## src/spus_pkg.sv

```systemverilog
// package for the supply power-up sequencer: offsets, fields, codes, timing
package spus_pkg;
  // clock rate
  localparam int CLK_MHZ = 100;
  // timing figures in their own units
  localparam int INIT_TIME_MS = 6;
  localparam int STRAP_TIME_MS = 2;
  localparam int DEGLITCH_TIME_US = 125;
  localparam int GOOD_TIMEOUT_MS = 10;
  // derived cycle counts
  localparam int INIT_CYCLES = INIT_TIME_MS * 1000 * CLK_MHZ;
  localparam int STRAP_CYCLES = STRAP_TIME_MS * 1000 * CLK_MHZ;
  localparam int DEGLITCH_CYCLES = DEGLITCH_TIME_US * CLK_MHZ;
  localparam int GOOD_TIMEOUT_CYCLES = GOOD_TIMEOUT_MS * 1000 * CLK_MHZ;
  // wait after a boost code change before trusting boost good again;
  // covers the two sync flops, a slower comparator needs more
  localparam int BOOST_SETTLE_CYCLES = 4;
  // register byte offsets
  localparam logic [7:0] CTRL_OFS = 8'h00;
  localparam logic [7:0] STATUS_OFS = 8'h04;
  localparam logic [7:0] IRQ_STATUS_OFS = 8'h08;
  localparam logic [7:0] IRQ_MASK_OFS = 8'h0c;
  // control fields
  localparam int CTRL_VSET_LSB = 0;
  localparam int CTRL_REG_OFF_BIT = 2;
  localparam int CTRL_FAULT_OFF_BIT = 3;
  localparam int CTRL_BOOST_LSB = 4;
  // interrupt event bits
  localparam int IRQ_FAULT_BIT = 0;
  localparam int IRQ_ACTIVE_BIT = 1;
  localparam int IRQ_SUPPLY_LOSS_BIT = 2;
  localparam int IRQ_EXT_BIT = 3;
  localparam int IRQ_W = 4;
  // reset values
  localparam logic [31:0] CTRL_RST = 32'h0000_0000;
  localparam logic [IRQ_W-1:0] IRQ_MASK_RST = 4'h0;
  // host supply voltage codes
  localparam logic [1:0] VSET_1V5 = 2'h0;
  localparam logic [1:0] VSET_1V8 = 2'h1;
  localparam logic [1:0] VSET_2V5 = 2'h2;
  localparam logic [1:0] VSET_3V3 = 2'h3;
  // boost voltage codes
  localparam logic [1:0] BOOST_2V7 = 2'h0;
  localparam logic [1:0] BOOST_3V8 = 2'h1;
  localparam logic [1:0] BOOST_4V7 = 2'h2;
  // strap readings from the analog strap sensor
  localparam logic [1:0] STRAP_RES_GND = 2'h0;
  localparam logic [1:0] STRAP_SHORT_GND = 2'h1;
  localparam logic [1:0] STRAP_SHORT_CORE = 2'h2;
  localparam logic [1:0] STRAP_CAP_GND = 2'h3;
  // axi responses
  localparam logic [1:0] RESP_OKAY = 2'h0;
  localparam logic [1:0] RESP_SLVERR = 2'h2;
  // sequencer states
  typedef enum logic [2:0] {
    ST_OFF, ST_INIT, ST_BOOST_WAIT, ST_STRAP, ST_BOOST_RESET_WAIT, ST_HOST_WAIT, ST_ACTIVE, ST_FAULT
  } spus_state_t;
  // analog power-good inputs grouped
  typedef struct packed {
    logic supply_above_detect;
    logic boost_good;
    logic host_supply_good;
  } spus_analog_t;
  // regulator controls grouped
  typedef struct packed {
    logic boost_enable;
    logic [1:0] boost_voltage;
    logic host_supply_enable;
    logic [1:0] host_supply_voltage_setting;
    logic core_supply_enable;
  } spus_reg_ctl_t;
endpackage

```

## src/spus_sequencer.sv

```systemverilog
// supply power-up sequencer with axi4-lite register slave
//
// Design decisions made here: the AXI4-Lite slave port and the register addresses.
`timescale 1ns/1ps
// Operation
// - hold init 6 ms after supply detect
// - then enable boost at 3.8 V code
// - wait boost power-good before advancing
// - sample strap 2 ms, load host/boost settings
// - strap maps to four supply/boost pairs
// - boost good again, enable host regulator
// - active only after host supply good
// - same sequence with or without boost
// - software selects four host supply codes
// - disable bit turns host regulator off
// - host good deglitched over 125 us
// - still bad 10 ms after change: error
// - error with response enabled: fault state
// - core regulator enabled except during reset
// - status and interrupt registers notify host
module spus_sequencer (
  input wire logic aclk,
  input wire logic aresetn,
  input wire logic [31:0] s_axi_awaddr,
  input wire logic s_axi_awvalid,
  output logic s_axi_awready,
  input wire logic [31:0] s_axi_wdata,
  input wire logic [3:0] s_axi_wstrb,
  input wire logic s_axi_wvalid,
  output logic s_axi_wready,
  output logic [1:0] s_axi_bresp,
  output logic s_axi_bvalid,
  input wire logic s_axi_bready,
  input wire logic [31:0] s_axi_araddr,
  input wire logic s_axi_arvalid,
  output logic s_axi_arready,
  output logic [31:0] s_axi_rdata,
  output logic [1:0] s_axi_rresp,
  output logic s_axi_rvalid,
  input wire logic s_axi_rready,
  input wire spus_pkg::spus_analog_t analog_in,
  input wire logic [1:0] supply_select_strap,
  input wire logic ext_alert,
  output spus_pkg::spus_reg_ctl_t reg_ctl,
  output logic irq
);
  // synchronised analog levels, two flops each
  logic [4:0] sync1_reg;
  logic [4:0] sync2_reg;
  logic supply_ok;
  logic boost_good;
  logic host_good_raw;
  logic [1:0] strap_s;
  // sequencer state and timer
  spus_pkg::spus_state_t state_reg;
  logic [31:0] timer_reg;
  // deglitch filter
  logic host_good_filt_reg;
  logic [31:0] glitch_cnt_reg;
  // supervision timer after change or enable
  logic [31:0] sup_cnt_reg;
  logic sup_run_reg;
  logic host_err_reg;
  // software control register
  logic [1:0] vset_reg;
  logic reg_off_reg;
  logic fault_off_reg;
  // interrupt status and mask
  logic [spus_pkg::IRQ_W-1:0] irq_stat_reg;
  logic [spus_pkg::IRQ_W-1:0] irq_mask_reg;
  logic [spus_pkg::IRQ_W-1:0] irq_event;
  logic active_prev_reg;
  logic alert_prev_reg;
  // axi holding registers
  logic aw_got_reg;
  logic w_got_reg;
  logic [7:0] awaddr_reg;
  logic [31:0] wdata_reg;
  logic [3:0] wstrb_reg;
  logic wr_fire;
  logic vset_write;
  logic host_en;
  logic [3:0] strap_pair; // decoded host/boost codes
  logic alert_m_reg; // alert synchroniser first flop
  logic ext_alert_s; // alert synchroniser second flop

  // strap decode to host/boost pair, shared by several spots
  function automatic logic [3:0] strap_decode(input logic [1:0] s);
    case (s)
      spus_pkg::STRAP_RES_GND: strap_decode = {spus_pkg::VSET_1V5, spus_pkg::BOOST_2V7};
      spus_pkg::STRAP_SHORT_GND: strap_decode = {spus_pkg::VSET_1V8, spus_pkg::BOOST_2V7};
      spus_pkg::STRAP_SHORT_CORE: strap_decode = {spus_pkg::VSET_2V5, spus_pkg::BOOST_3V8};
      default: strap_decode = {spus_pkg::VSET_3V3, spus_pkg::BOOST_4V7};
    endcase
  endfunction

  // two-flop synchronisers for pins from the analog side
  always_ff @(posedge aclk) begin
    if (!aresetn) begin
      sync1_reg <= 5'h00;
      sync2_reg <= 5'h00;
    end else begin
      sync1_reg <= {analog_in.supply_above_detect, analog_in.boost_good, analog_in.host_supply_good,
                    supply_select_strap};
      sync2_reg <= sync1_reg;
    end
  end
  assign supply_ok = sync2_reg[4];
  assign boost_good = sync2_reg[3];
  assign host_good_raw = sync2_reg[2];
  assign strap_s = sync2_reg[1:0];
  assign strap_pair = strap_decode(strap_s);

  // power-up state machine; timer counts down per timed state
  always_ff @(posedge aclk) begin
    if (!aresetn) begin
      state_reg <= spus_pkg::ST_OFF;
      timer_reg <= 32'h0000_0000;
    end else if (!supply_ok) begin
      state_reg <= spus_pkg::ST_OFF;
      timer_reg <= 32'h0000_0000;
    end else begin
      case (state_reg)
        spus_pkg::ST_OFF: begin
          state_reg <= spus_pkg::ST_INIT;
          timer_reg <= 32'(spus_pkg::INIT_CYCLES - 1);
        end
        spus_pkg::ST_INIT: begin
          if (timer_reg == 32'h0000_0000) begin
            state_reg <= spus_pkg::ST_BOOST_WAIT;
          end else begin
            timer_reg <= timer_reg - 32'h0000_0001;
          end
        end
        spus_pkg::ST_BOOST_WAIT: begin
          // boost fitted or not, only the good level matters
          if (boost_good) begin
            state_reg <= spus_pkg::ST_STRAP;
            timer_reg <= 32'(spus_pkg::STRAP_CYCLES - 1);
          end
        end
        spus_pkg::ST_STRAP: begin
          if (timer_reg == 32'h0000_0000) begin
            state_reg <= spus_pkg::ST_BOOST_RESET_WAIT;
            timer_reg <= 32'(spus_pkg::BOOST_SETTLE_CYCLES - 1);
          end else begin
            timer_reg <= timer_reg - 32'h0000_0001;
          end
        end
        spus_pkg::ST_BOOST_RESET_WAIT: begin
          // good still shows the old code's level for a few cycles
          if (timer_reg != 32'h0000_0000) begin
            timer_reg <= timer_reg - 32'h0000_0001;
          end else if (boost_good) begin
            state_reg <= spus_pkg::ST_HOST_WAIT;
          end
        end
        spus_pkg::ST_HOST_WAIT: begin
          if (host_good_filt_reg) begin
            state_reg <= spus_pkg::ST_ACTIVE;
          end else if (host_err_reg && !fault_off_reg) begin
            state_reg <= spus_pkg::ST_FAULT;
          end
        end
        spus_pkg::ST_ACTIVE: begin
          if (host_err_reg && !fault_off_reg) begin
            state_reg <= spus_pkg::ST_FAULT;
          end
        end
        spus_pkg::ST_FAULT: begin
          // back to host wait only once the error is cleared or response disabled
          if (!host_err_reg || fault_off_reg) begin
            state_reg <= spus_pkg::ST_HOST_WAIT;
          end
        end
        default: state_reg <= spus_pkg::ST_OFF;
      endcase
    end
  end

  // host regulator on from host-wait onward unless switched off
  assign host_en = (state_reg == spus_pkg::ST_HOST_WAIT || state_reg == spus_pkg::ST_ACTIVE ||
                    state_reg == spus_pkg::ST_FAULT) && !reg_off_reg;

  // regulator control outputs, all registered
  always_ff @(posedge aclk) begin
    if (!aresetn) begin
      reg_ctl <= '0;
    end else begin
      reg_ctl.core_supply_enable <= 1'b1;
      reg_ctl.host_supply_enable <= host_en;
      reg_ctl.host_supply_voltage_setting <= vset_reg;
      reg_ctl.boost_enable <= (state_reg != spus_pkg::ST_OFF) && (state_reg != spus_pkg::ST_INIT);
      if (state_reg == spus_pkg::ST_OFF || state_reg == spus_pkg::ST_INIT) begin
        reg_ctl.boost_voltage <= spus_pkg::BOOST_3V8;
      end else if (state_reg == spus_pkg::ST_STRAP && timer_reg == 32'h0000_0000) begin
        reg_ctl.boost_voltage <= strap_pair[1:0];
      end
    end
  end

  // deglitch: filtered level follows raw only after steady 125 us
  always_ff @(posedge aclk) begin
    if (!aresetn) begin
      host_good_filt_reg <= 1'b0;
      glitch_cnt_reg <= 32'h0000_0000;
    end else if (host_good_raw == host_good_filt_reg) begin
      glitch_cnt_reg <= 32'h0000_0000;
    end else if (glitch_cnt_reg == 32'(spus_pkg::DEGLITCH_CYCLES - 1)) begin
      host_good_filt_reg <= host_good_raw;
      glitch_cnt_reg <= 32'h0000_0000;
    end else begin
      glitch_cnt_reg <= glitch_cnt_reg + 32'h0000_0001;
    end
  end

  // supervision window restarts on enable rise or voltage change
  always_ff @(posedge aclk) begin
    if (!aresetn) begin
      sup_run_reg <= 1'b0;
      sup_cnt_reg <= 32'h0000_0000;
      host_err_reg <= 1'b0;
    end else begin
      if (!host_en) begin
        sup_run_reg <= 1'b0; // regulator off: nothing to supervise
      end else if (!reg_ctl.host_supply_enable || vset_write) begin
        sup_run_reg <= 1'b1;
        sup_cnt_reg <= 32'h0000_0000;
      end else if (sup_run_reg) begin
        if (host_good_filt_reg) begin
          sup_run_reg <= 1'b0;
        end else if (sup_cnt_reg == 32'(spus_pkg::GOOD_TIMEOUT_CYCLES - 1)) begin
          sup_run_reg <= 1'b0;
        end else begin
          sup_cnt_reg <= sup_cnt_reg + 32'h0000_0001;
        end
      end
      // set wins over software clear
      if (irq_event[spus_pkg::IRQ_FAULT_BIT]) begin
        host_err_reg <= 1'b1;
      end else if (wr_fire && awaddr_reg == spus_pkg::IRQ_STATUS_OFS && wstrb_reg[0] &&
                   wdata_reg[spus_pkg::IRQ_FAULT_BIT]) begin
        host_err_reg <= 1'b0;
      end else if (state_reg == spus_pkg::ST_OFF) begin
        host_err_reg <= 1'b0;
      end
    end
  end

  // interrupt events, one-cycle pulses
  assign irq_event[spus_pkg::IRQ_FAULT_BIT] = sup_run_reg && host_en && !host_good_filt_reg && !vset_write &&
                                               reg_ctl.host_supply_enable &&
                                               sup_cnt_reg == 32'(spus_pkg::GOOD_TIMEOUT_CYCLES - 1);
  assign irq_event[spus_pkg::IRQ_ACTIVE_BIT] = (state_reg == spus_pkg::ST_ACTIVE) && !active_prev_reg;
  assign irq_event[spus_pkg::IRQ_SUPPLY_LOSS_BIT] = !supply_ok && (state_reg != spus_pkg::ST_OFF);
  assign irq_event[spus_pkg::IRQ_EXT_BIT] = ext_alert_s & !alert_prev_reg;

  // external alert pin synchroniser
  always_ff @(posedge aclk) begin
    if (!aresetn) begin
      alert_m_reg <= 1'b0;
      ext_alert_s <= 1'b0;
      alert_prev_reg <= 1'b0;
      active_prev_reg <= 1'b0;
    end else begin
      alert_m_reg <= ext_alert;
      ext_alert_s <= alert_m_reg;
      alert_prev_reg <= ext_alert_s;
      active_prev_reg <= (state_reg == spus_pkg::ST_ACTIVE);
    end
  end

  // sticky status, write one to clear, set wins
  always_ff @(posedge aclk) begin
    if (!aresetn) begin
      irq_stat_reg <= '0;
    end else if (wr_fire && awaddr_reg == spus_pkg::IRQ_STATUS_OFS && wstrb_reg[0]) begin
      irq_stat_reg <= (irq_stat_reg & ~wdata_reg[spus_pkg::IRQ_W-1:0]) | irq_event;
    end else begin
      irq_stat_reg <= irq_stat_reg | irq_event;
    end
  end

  // level interrupt from a flop
  always_ff @(posedge aclk) begin
    if (!aresetn) begin
      irq <= 1'b0;
    end else begin
      irq <= |(irq_stat_reg & irq_mask_reg);
    end
  end

  // axi write: take address and data in either order, answer after both
  assign wr_fire = aw_got_reg && w_got_reg && !s_axi_bvalid;
  assign vset_write = wr_fire && awaddr_reg == spus_pkg::CTRL_OFS && wstrb_reg[0] &&
                      wdata_reg[spus_pkg::CTRL_VSET_LSB +: 2] != vset_reg;
  always_ff @(posedge aclk) begin
    if (!aresetn) begin
      aw_got_reg <= 1'b0;
      w_got_reg <= 1'b0;
      awaddr_reg <= 8'h00;
      wdata_reg <= 32'h0000_0000;
      wstrb_reg <= 4'h0;
      s_axi_awready <= 1'b0;
      s_axi_wready <= 1'b0;
      s_axi_bvalid <= 1'b0;
      s_axi_bresp <= spus_pkg::RESP_OKAY;
    end else begin
      s_axi_awready <= !aw_got_reg && !s_axi_awready && s_axi_awvalid;
      s_axi_wready <= !w_got_reg && !s_axi_wready && s_axi_wvalid;
      if (s_axi_awvalid && s_axi_awready) begin
        aw_got_reg <= 1'b1;
        awaddr_reg <= s_axi_awaddr[7:0];
      end
      if (s_axi_wvalid && s_axi_wready) begin
        w_got_reg <= 1'b1;
        wdata_reg <= s_axi_wdata;
        wstrb_reg <= s_axi_wstrb;
      end
      if (wr_fire) begin
        s_axi_bvalid <= 1'b1;
        s_axi_bresp <= (awaddr_reg <= spus_pkg::IRQ_MASK_OFS && awaddr_reg[1:0] == 2'h0) ?
                       spus_pkg::RESP_OKAY : spus_pkg::RESP_SLVERR;
        aw_got_reg <= 1'b0;
        w_got_reg <= 1'b0;
      end else if (s_axi_bvalid && s_axi_bready) begin
        s_axi_bvalid <= 1'b0;
      end
    end
  end

  // control and mask registers; strap end loads the supply code, over a write
  always_ff @(posedge aclk) begin
    if (!aresetn) begin
      vset_reg <= spus_pkg::CTRL_RST[spus_pkg::CTRL_VSET_LSB +: 2];
      reg_off_reg <= spus_pkg::CTRL_RST[spus_pkg::CTRL_REG_OFF_BIT];
      fault_off_reg <= spus_pkg::CTRL_RST[spus_pkg::CTRL_FAULT_OFF_BIT];
      irq_mask_reg <= spus_pkg::IRQ_MASK_RST;
    end else begin
      if (state_reg == spus_pkg::ST_STRAP && timer_reg == 32'h0000_0000) begin
        vset_reg <= strap_pair[3:2];
      end else if (wr_fire && awaddr_reg == spus_pkg::CTRL_OFS && wstrb_reg[0]) begin
        vset_reg <= wdata_reg[spus_pkg::CTRL_VSET_LSB +: 2];
        reg_off_reg <= wdata_reg[spus_pkg::CTRL_REG_OFF_BIT];
        fault_off_reg <= wdata_reg[spus_pkg::CTRL_FAULT_OFF_BIT];
      end
      if (wr_fire && awaddr_reg == spus_pkg::IRQ_MASK_OFS && wstrb_reg[0]) begin
        irq_mask_reg <= wdata_reg[spus_pkg::IRQ_W-1:0];
      end
    end
  end

  // axi read: one cycle of arready, data one cycle later
  always_ff @(posedge aclk) begin
    if (!aresetn) begin
      s_axi_arready <= 1'b0;
      s_axi_rvalid <= 1'b0;
      s_axi_rdata <= 32'h0000_0000;
      s_axi_rresp <= spus_pkg::RESP_OKAY;
    end else begin
      s_axi_arready <= !s_axi_arready && !s_axi_rvalid && s_axi_arvalid;
      if (s_axi_arvalid && s_axi_arready) begin
        s_axi_rvalid <= 1'b1;
        s_axi_rresp <= spus_pkg::RESP_OKAY;
        case (s_axi_araddr[7:0])
          spus_pkg::CTRL_OFS: s_axi_rdata <= {26'h0, reg_ctl.boost_voltage, fault_off_reg, reg_off_reg, vset_reg};
          spus_pkg::STATUS_OFS: s_axi_rdata <= {26'h0, host_err_reg, host_good_filt_reg, 1'b0, state_reg};
          spus_pkg::IRQ_STATUS_OFS: s_axi_rdata <= {28'h0, irq_stat_reg};
          spus_pkg::IRQ_MASK_OFS: s_axi_rdata <= {28'h0, irq_mask_reg};
          default: begin
            s_axi_rdata <= 32'h0000_0000;
            s_axi_rresp <= spus_pkg::RESP_SLVERR;
          end
        endcase
      end else if (s_axi_rvalid && s_axi_rready) begin
        s_axi_rvalid <= 1'b0;
      end
    end
  end
endmodule // spus_sequencer

```

## config.mk

```make
export PLATFORM = sky130hd
export DESIGN_NAME = spus_sequencer
export DESIGN_NICKNAME = d
export VERILOG_FILES = /design/src/spus_pkg.sv /design/src/spus_sequencer.sv
export SDC_FILE = /design/constraint.sdc
export NUM_CORES = 1
export LEC_CHECK = 0
export BUFFER_PORTS_ARGS = -buffer_cell sky130_fd_sc_hd__buf_2
export CORE_MARGIN = 1
export CORE_UTILIZATION = 40
export CTS_CLUSTER_DIAMETER = 50
export DETAILED_ROUTE_END_ITERATION = 7
export PLACE_DENSITY = 0.57
export SETUP_SLACK_MARGIN = 0.1
export SYNTH_ARGS = -nofsm -noshare
export SYNTH_HDL_FRONTEND = slang
export SYNTH_SLANG_ARGS = --single-unit
```

## constraint.sdc

```tcl
create_clock -name aclk -period 4.3 [get_ports aclk]
set_input_delay 0.215 -clock aclk [delete_from_list [all_inputs] [get_ports aclk]]
set_output_delay 0.215 -clock aclk [all_outputs]
set_load 0.05 [all_outputs]
```

==> run metrics <==
Post-Syn Area per Cell=8.61 um^2; Finished Layout Cells=1254; Cell Pwr Density=366 nW/um^2; Synth Flop Type=dfxtp_1; synthesized area=8020 um^2; Clock Tree Buf Depth=2; FILL cells=1926; cells after synthesis=932; slowest stage cell, crit path=a2111oi_0; Seq/Total Area, Yosys=40.9%; Final setup viols=0; Switching Fraction=27.4%; register bit total from synthesis=164; Diodes inserted=0; # DRC=0; initial antenna violation count=0; LEAKAGE=3.20 nW; yosys warns=0; startpoint type of the worst setup path=flip-flop; Root Driver=clkbuf_16; Final period util=66.4%; chip width=144 um; placed insts=1216; Post-synth EDFFs=0; Starting DRT DRC Count=471; CTS HTree Levels=4; Setup TNS=0 ns; share of layout cells above drive strength 1=13.3%; Yosys cell types=67; status=finished clean; Gate power share=8.8%; area of the core=19600 um^2; worst hold margin=0.0289 ns; Area growth syn-to-layout=12.4%; RD Place Congestion=0.826; Top-Level Pins=162; routed len/inst=14.3 um; CP endpoint kind=flip-flop; worst path bufs/invs=0; die area=20600 um^2; peak supply drop=266 uV; max-slew violation count=0; clock power share=44.1%; Reg power frac=47.1%; Arr. time, crit path=3.16 ns; total grt overflow=0; HPWL Detailed=12300 um; Reg2Reg Setup Slack=1.44 ns; worst stage delay on the critical path=0.73 ns; CP max FO=17; postcts setup bufs=0; area occupied by registers=3280 um^2; most frequent cells in the layout=164 x dfxtp_1, 124 x nor2_1, 80 x nand2_1; worst-margin pin slew=0.797 ns; Net count, final=1093; Worst-path clk slew=0.07 ns; P_sw=906 uW; Final Hold Vio Count=0; Initial Utilization=41.0%; first-pass GRT wire length=31000 um; max-cap violation count=0; CTS tree=yes; Die H=144 um; Final min period=2.86 ns; insertion delay to the later sink of the worst-skew pair=0.43 ns; worst path required time=4.61 ns; unrepaired setup endpoints after global routing=no; worst-path cell chain=or2_2 > and2_1 > nand3_1 > a2111oi_0 > xnor2_1 > nor2_1; routed vias/inst=5.15; asr flop ratio synth=0%; Clock Sinks=164; first drt pass iteration count=5; fmax=350 MHz; largest net degree at the start of global routing=71; CP top delay family=simple AND/OR/NAND/NOR gates; worst relative slew slack=46.1%; Clock Skew=0.0105 ns; # rows=51; cts bufs inserted=17; vias in the first global route=6239; internal power=2.40 mW; multi-input logic area=4390 um^2; total global-route track usage=18.9%; via count=6452; worst setup path class=flip-flop to flip-flop; worst min-delay path class=input port to flip-flop; I/O Buffers=54; Final Routed Wirelength=18000 um; commonest non-fill, non-tap cell in the layout=dfxtp_1; DRT antenna net count=0
[kinds of logic after synthesis]
kind of cell | Yosys count | share of synthesized area [%]
other | 1 | 0.0467
multiplexers | 14 | 2.25
buffers and inverters | 88 | 5.74
AO/OA/AOI/OAI | 137 | 13.0
XOR/XNOR | 77 | 8.40
AND/OR/NAND/NOR | 447 | 29.0
flip-flops | 164 | 40.9
adder cells (fa/ha/maj) | 4 | 0.624
[per-stage QoR]
step	util, %	setup WS [ns]	instance area [um^2]	total power [mW]
2_1_floorplan	-	2.15	8130	1.83
3_3_place_gp	42.9	1.51	8400	1.88
3_5_place_dp	42.9	1.50	8400	1.88
4_1_cts	46.0	1.46	9020	3.34
5_1_grt	46.0	1.14	9020	3.45
6_report	46.0	1.44	9020	3.30
[layer usage]
layer	track usage, %	vias to the layer above	wire (um)
met1	25.0	2993	8720
met5	0	-	0
met2	30.7	111	8270
met3	4.33	20	744
met4	5.49	0	226
li1	-	3328	-
[final timing paths]
path                       from               to  cells after the start
hold / removal    s_axi_arvalid    s_axi_arready                      3
setup reg to reg   state_reg[0]  sup_cnt_reg[17]                      6
setup / recovery   state_reg[0]  sup_cnt_reg[17]                      6
hold reg to reg     alert_m_reg      ext_alert_s                      1
[cell usage after synthesis, drive strengths merged, types with 2 or more instances]
cell type | number | area, um^2
nand2 | 80 | 300
a311oi | 2 | 17.5
nand2b | 7 | 43.8
nand4 | 19 | 131
nor2 | 124 | 465
and2 | 23 | 144
a2111oi | 17 | 219
nor3b | 3 | 22.5
a22oi | 8 | 60.1
nand3b | 6 | 45.0
nand4b | 3 | 26.3
a211oi | 15 | 113
buf | 38 | 272
mux2 | 2 | 22.5
a31oi | 8 | 50.1
or3 | 12 | 80.1
a21boi | 24 | 180
nand3 | 53 | 265
a21oi | 19 | 95.1
nor2b | 18 | 113
mux2i | 9 | 90.1
inv | 17 | 63.8
o211ai | 2 | 15.0
dfxtp | 164 | 3280
a22o | 2 | 17.5
xor2 | 18 | 158
or2 | 7 | 43.8
and4 | 6 | 52.6
and3 | 8 | 50.1
xnor2 | 59 | 517
nor4b | 4 | 35.0
nor3 | 38 | 205
or4 | 5 | 41.3
ha | 4 | 50.1
o21a | 2 | 15.0
o211a | 4 | 40.0
a221oi | 2 | 17.5
o31ai | 4 | 43.8
clkbuf | 32 | 121
mux4 | 3 | 67.6
o21ai | 22 | 110
nor4 | 29 | 243
[cell type report]
| cell class | instances | area share, % |
|---|---|---|
| well taps | 265 | 3.68 |
| clock inverters | 15 | 1.53 |
| flip-flops and latches | 164 | 36.4 |
| repair buffers | 68 | 4.33 |
| multi-input cells | 707 | 48.6 |
| inverters | 18 | 0.749 |
| clock buffers | 17 | 4.72 |
[worst min-delay path, cell delays in order]
cell	delay (ns)
buf_2	0.11
nand2_1	0.05
nor3_1	0.03
[power by group through the flow]
| stage | combinational, mW | clock (mW) | sequential, mW |
|---|---|---|---|
| 5_1_grt | 0.322 | 1.57 | 1.56 |
| 3_3_place_gp | 0.284 | 0 | 1.59 |
| 2_1_floorplan | 0.236 | 0 | 1.60 |
| 6_report | 0.290 | 1.45 | 1.56 |
| 4_1_cts | 0.291 | 1.50 | 1.56 |
| 3_5_place_dp | 0.285 | 0 | 1.59 |
[timing repair]
item / in CTS / in global routing
setup endpoints to repair: 0 / 0
hold buffers: 6 / 0
hold endpoints to repair: 6 / 0
resized for setup: 0 / 0
(Power assumes the default switching activity.)
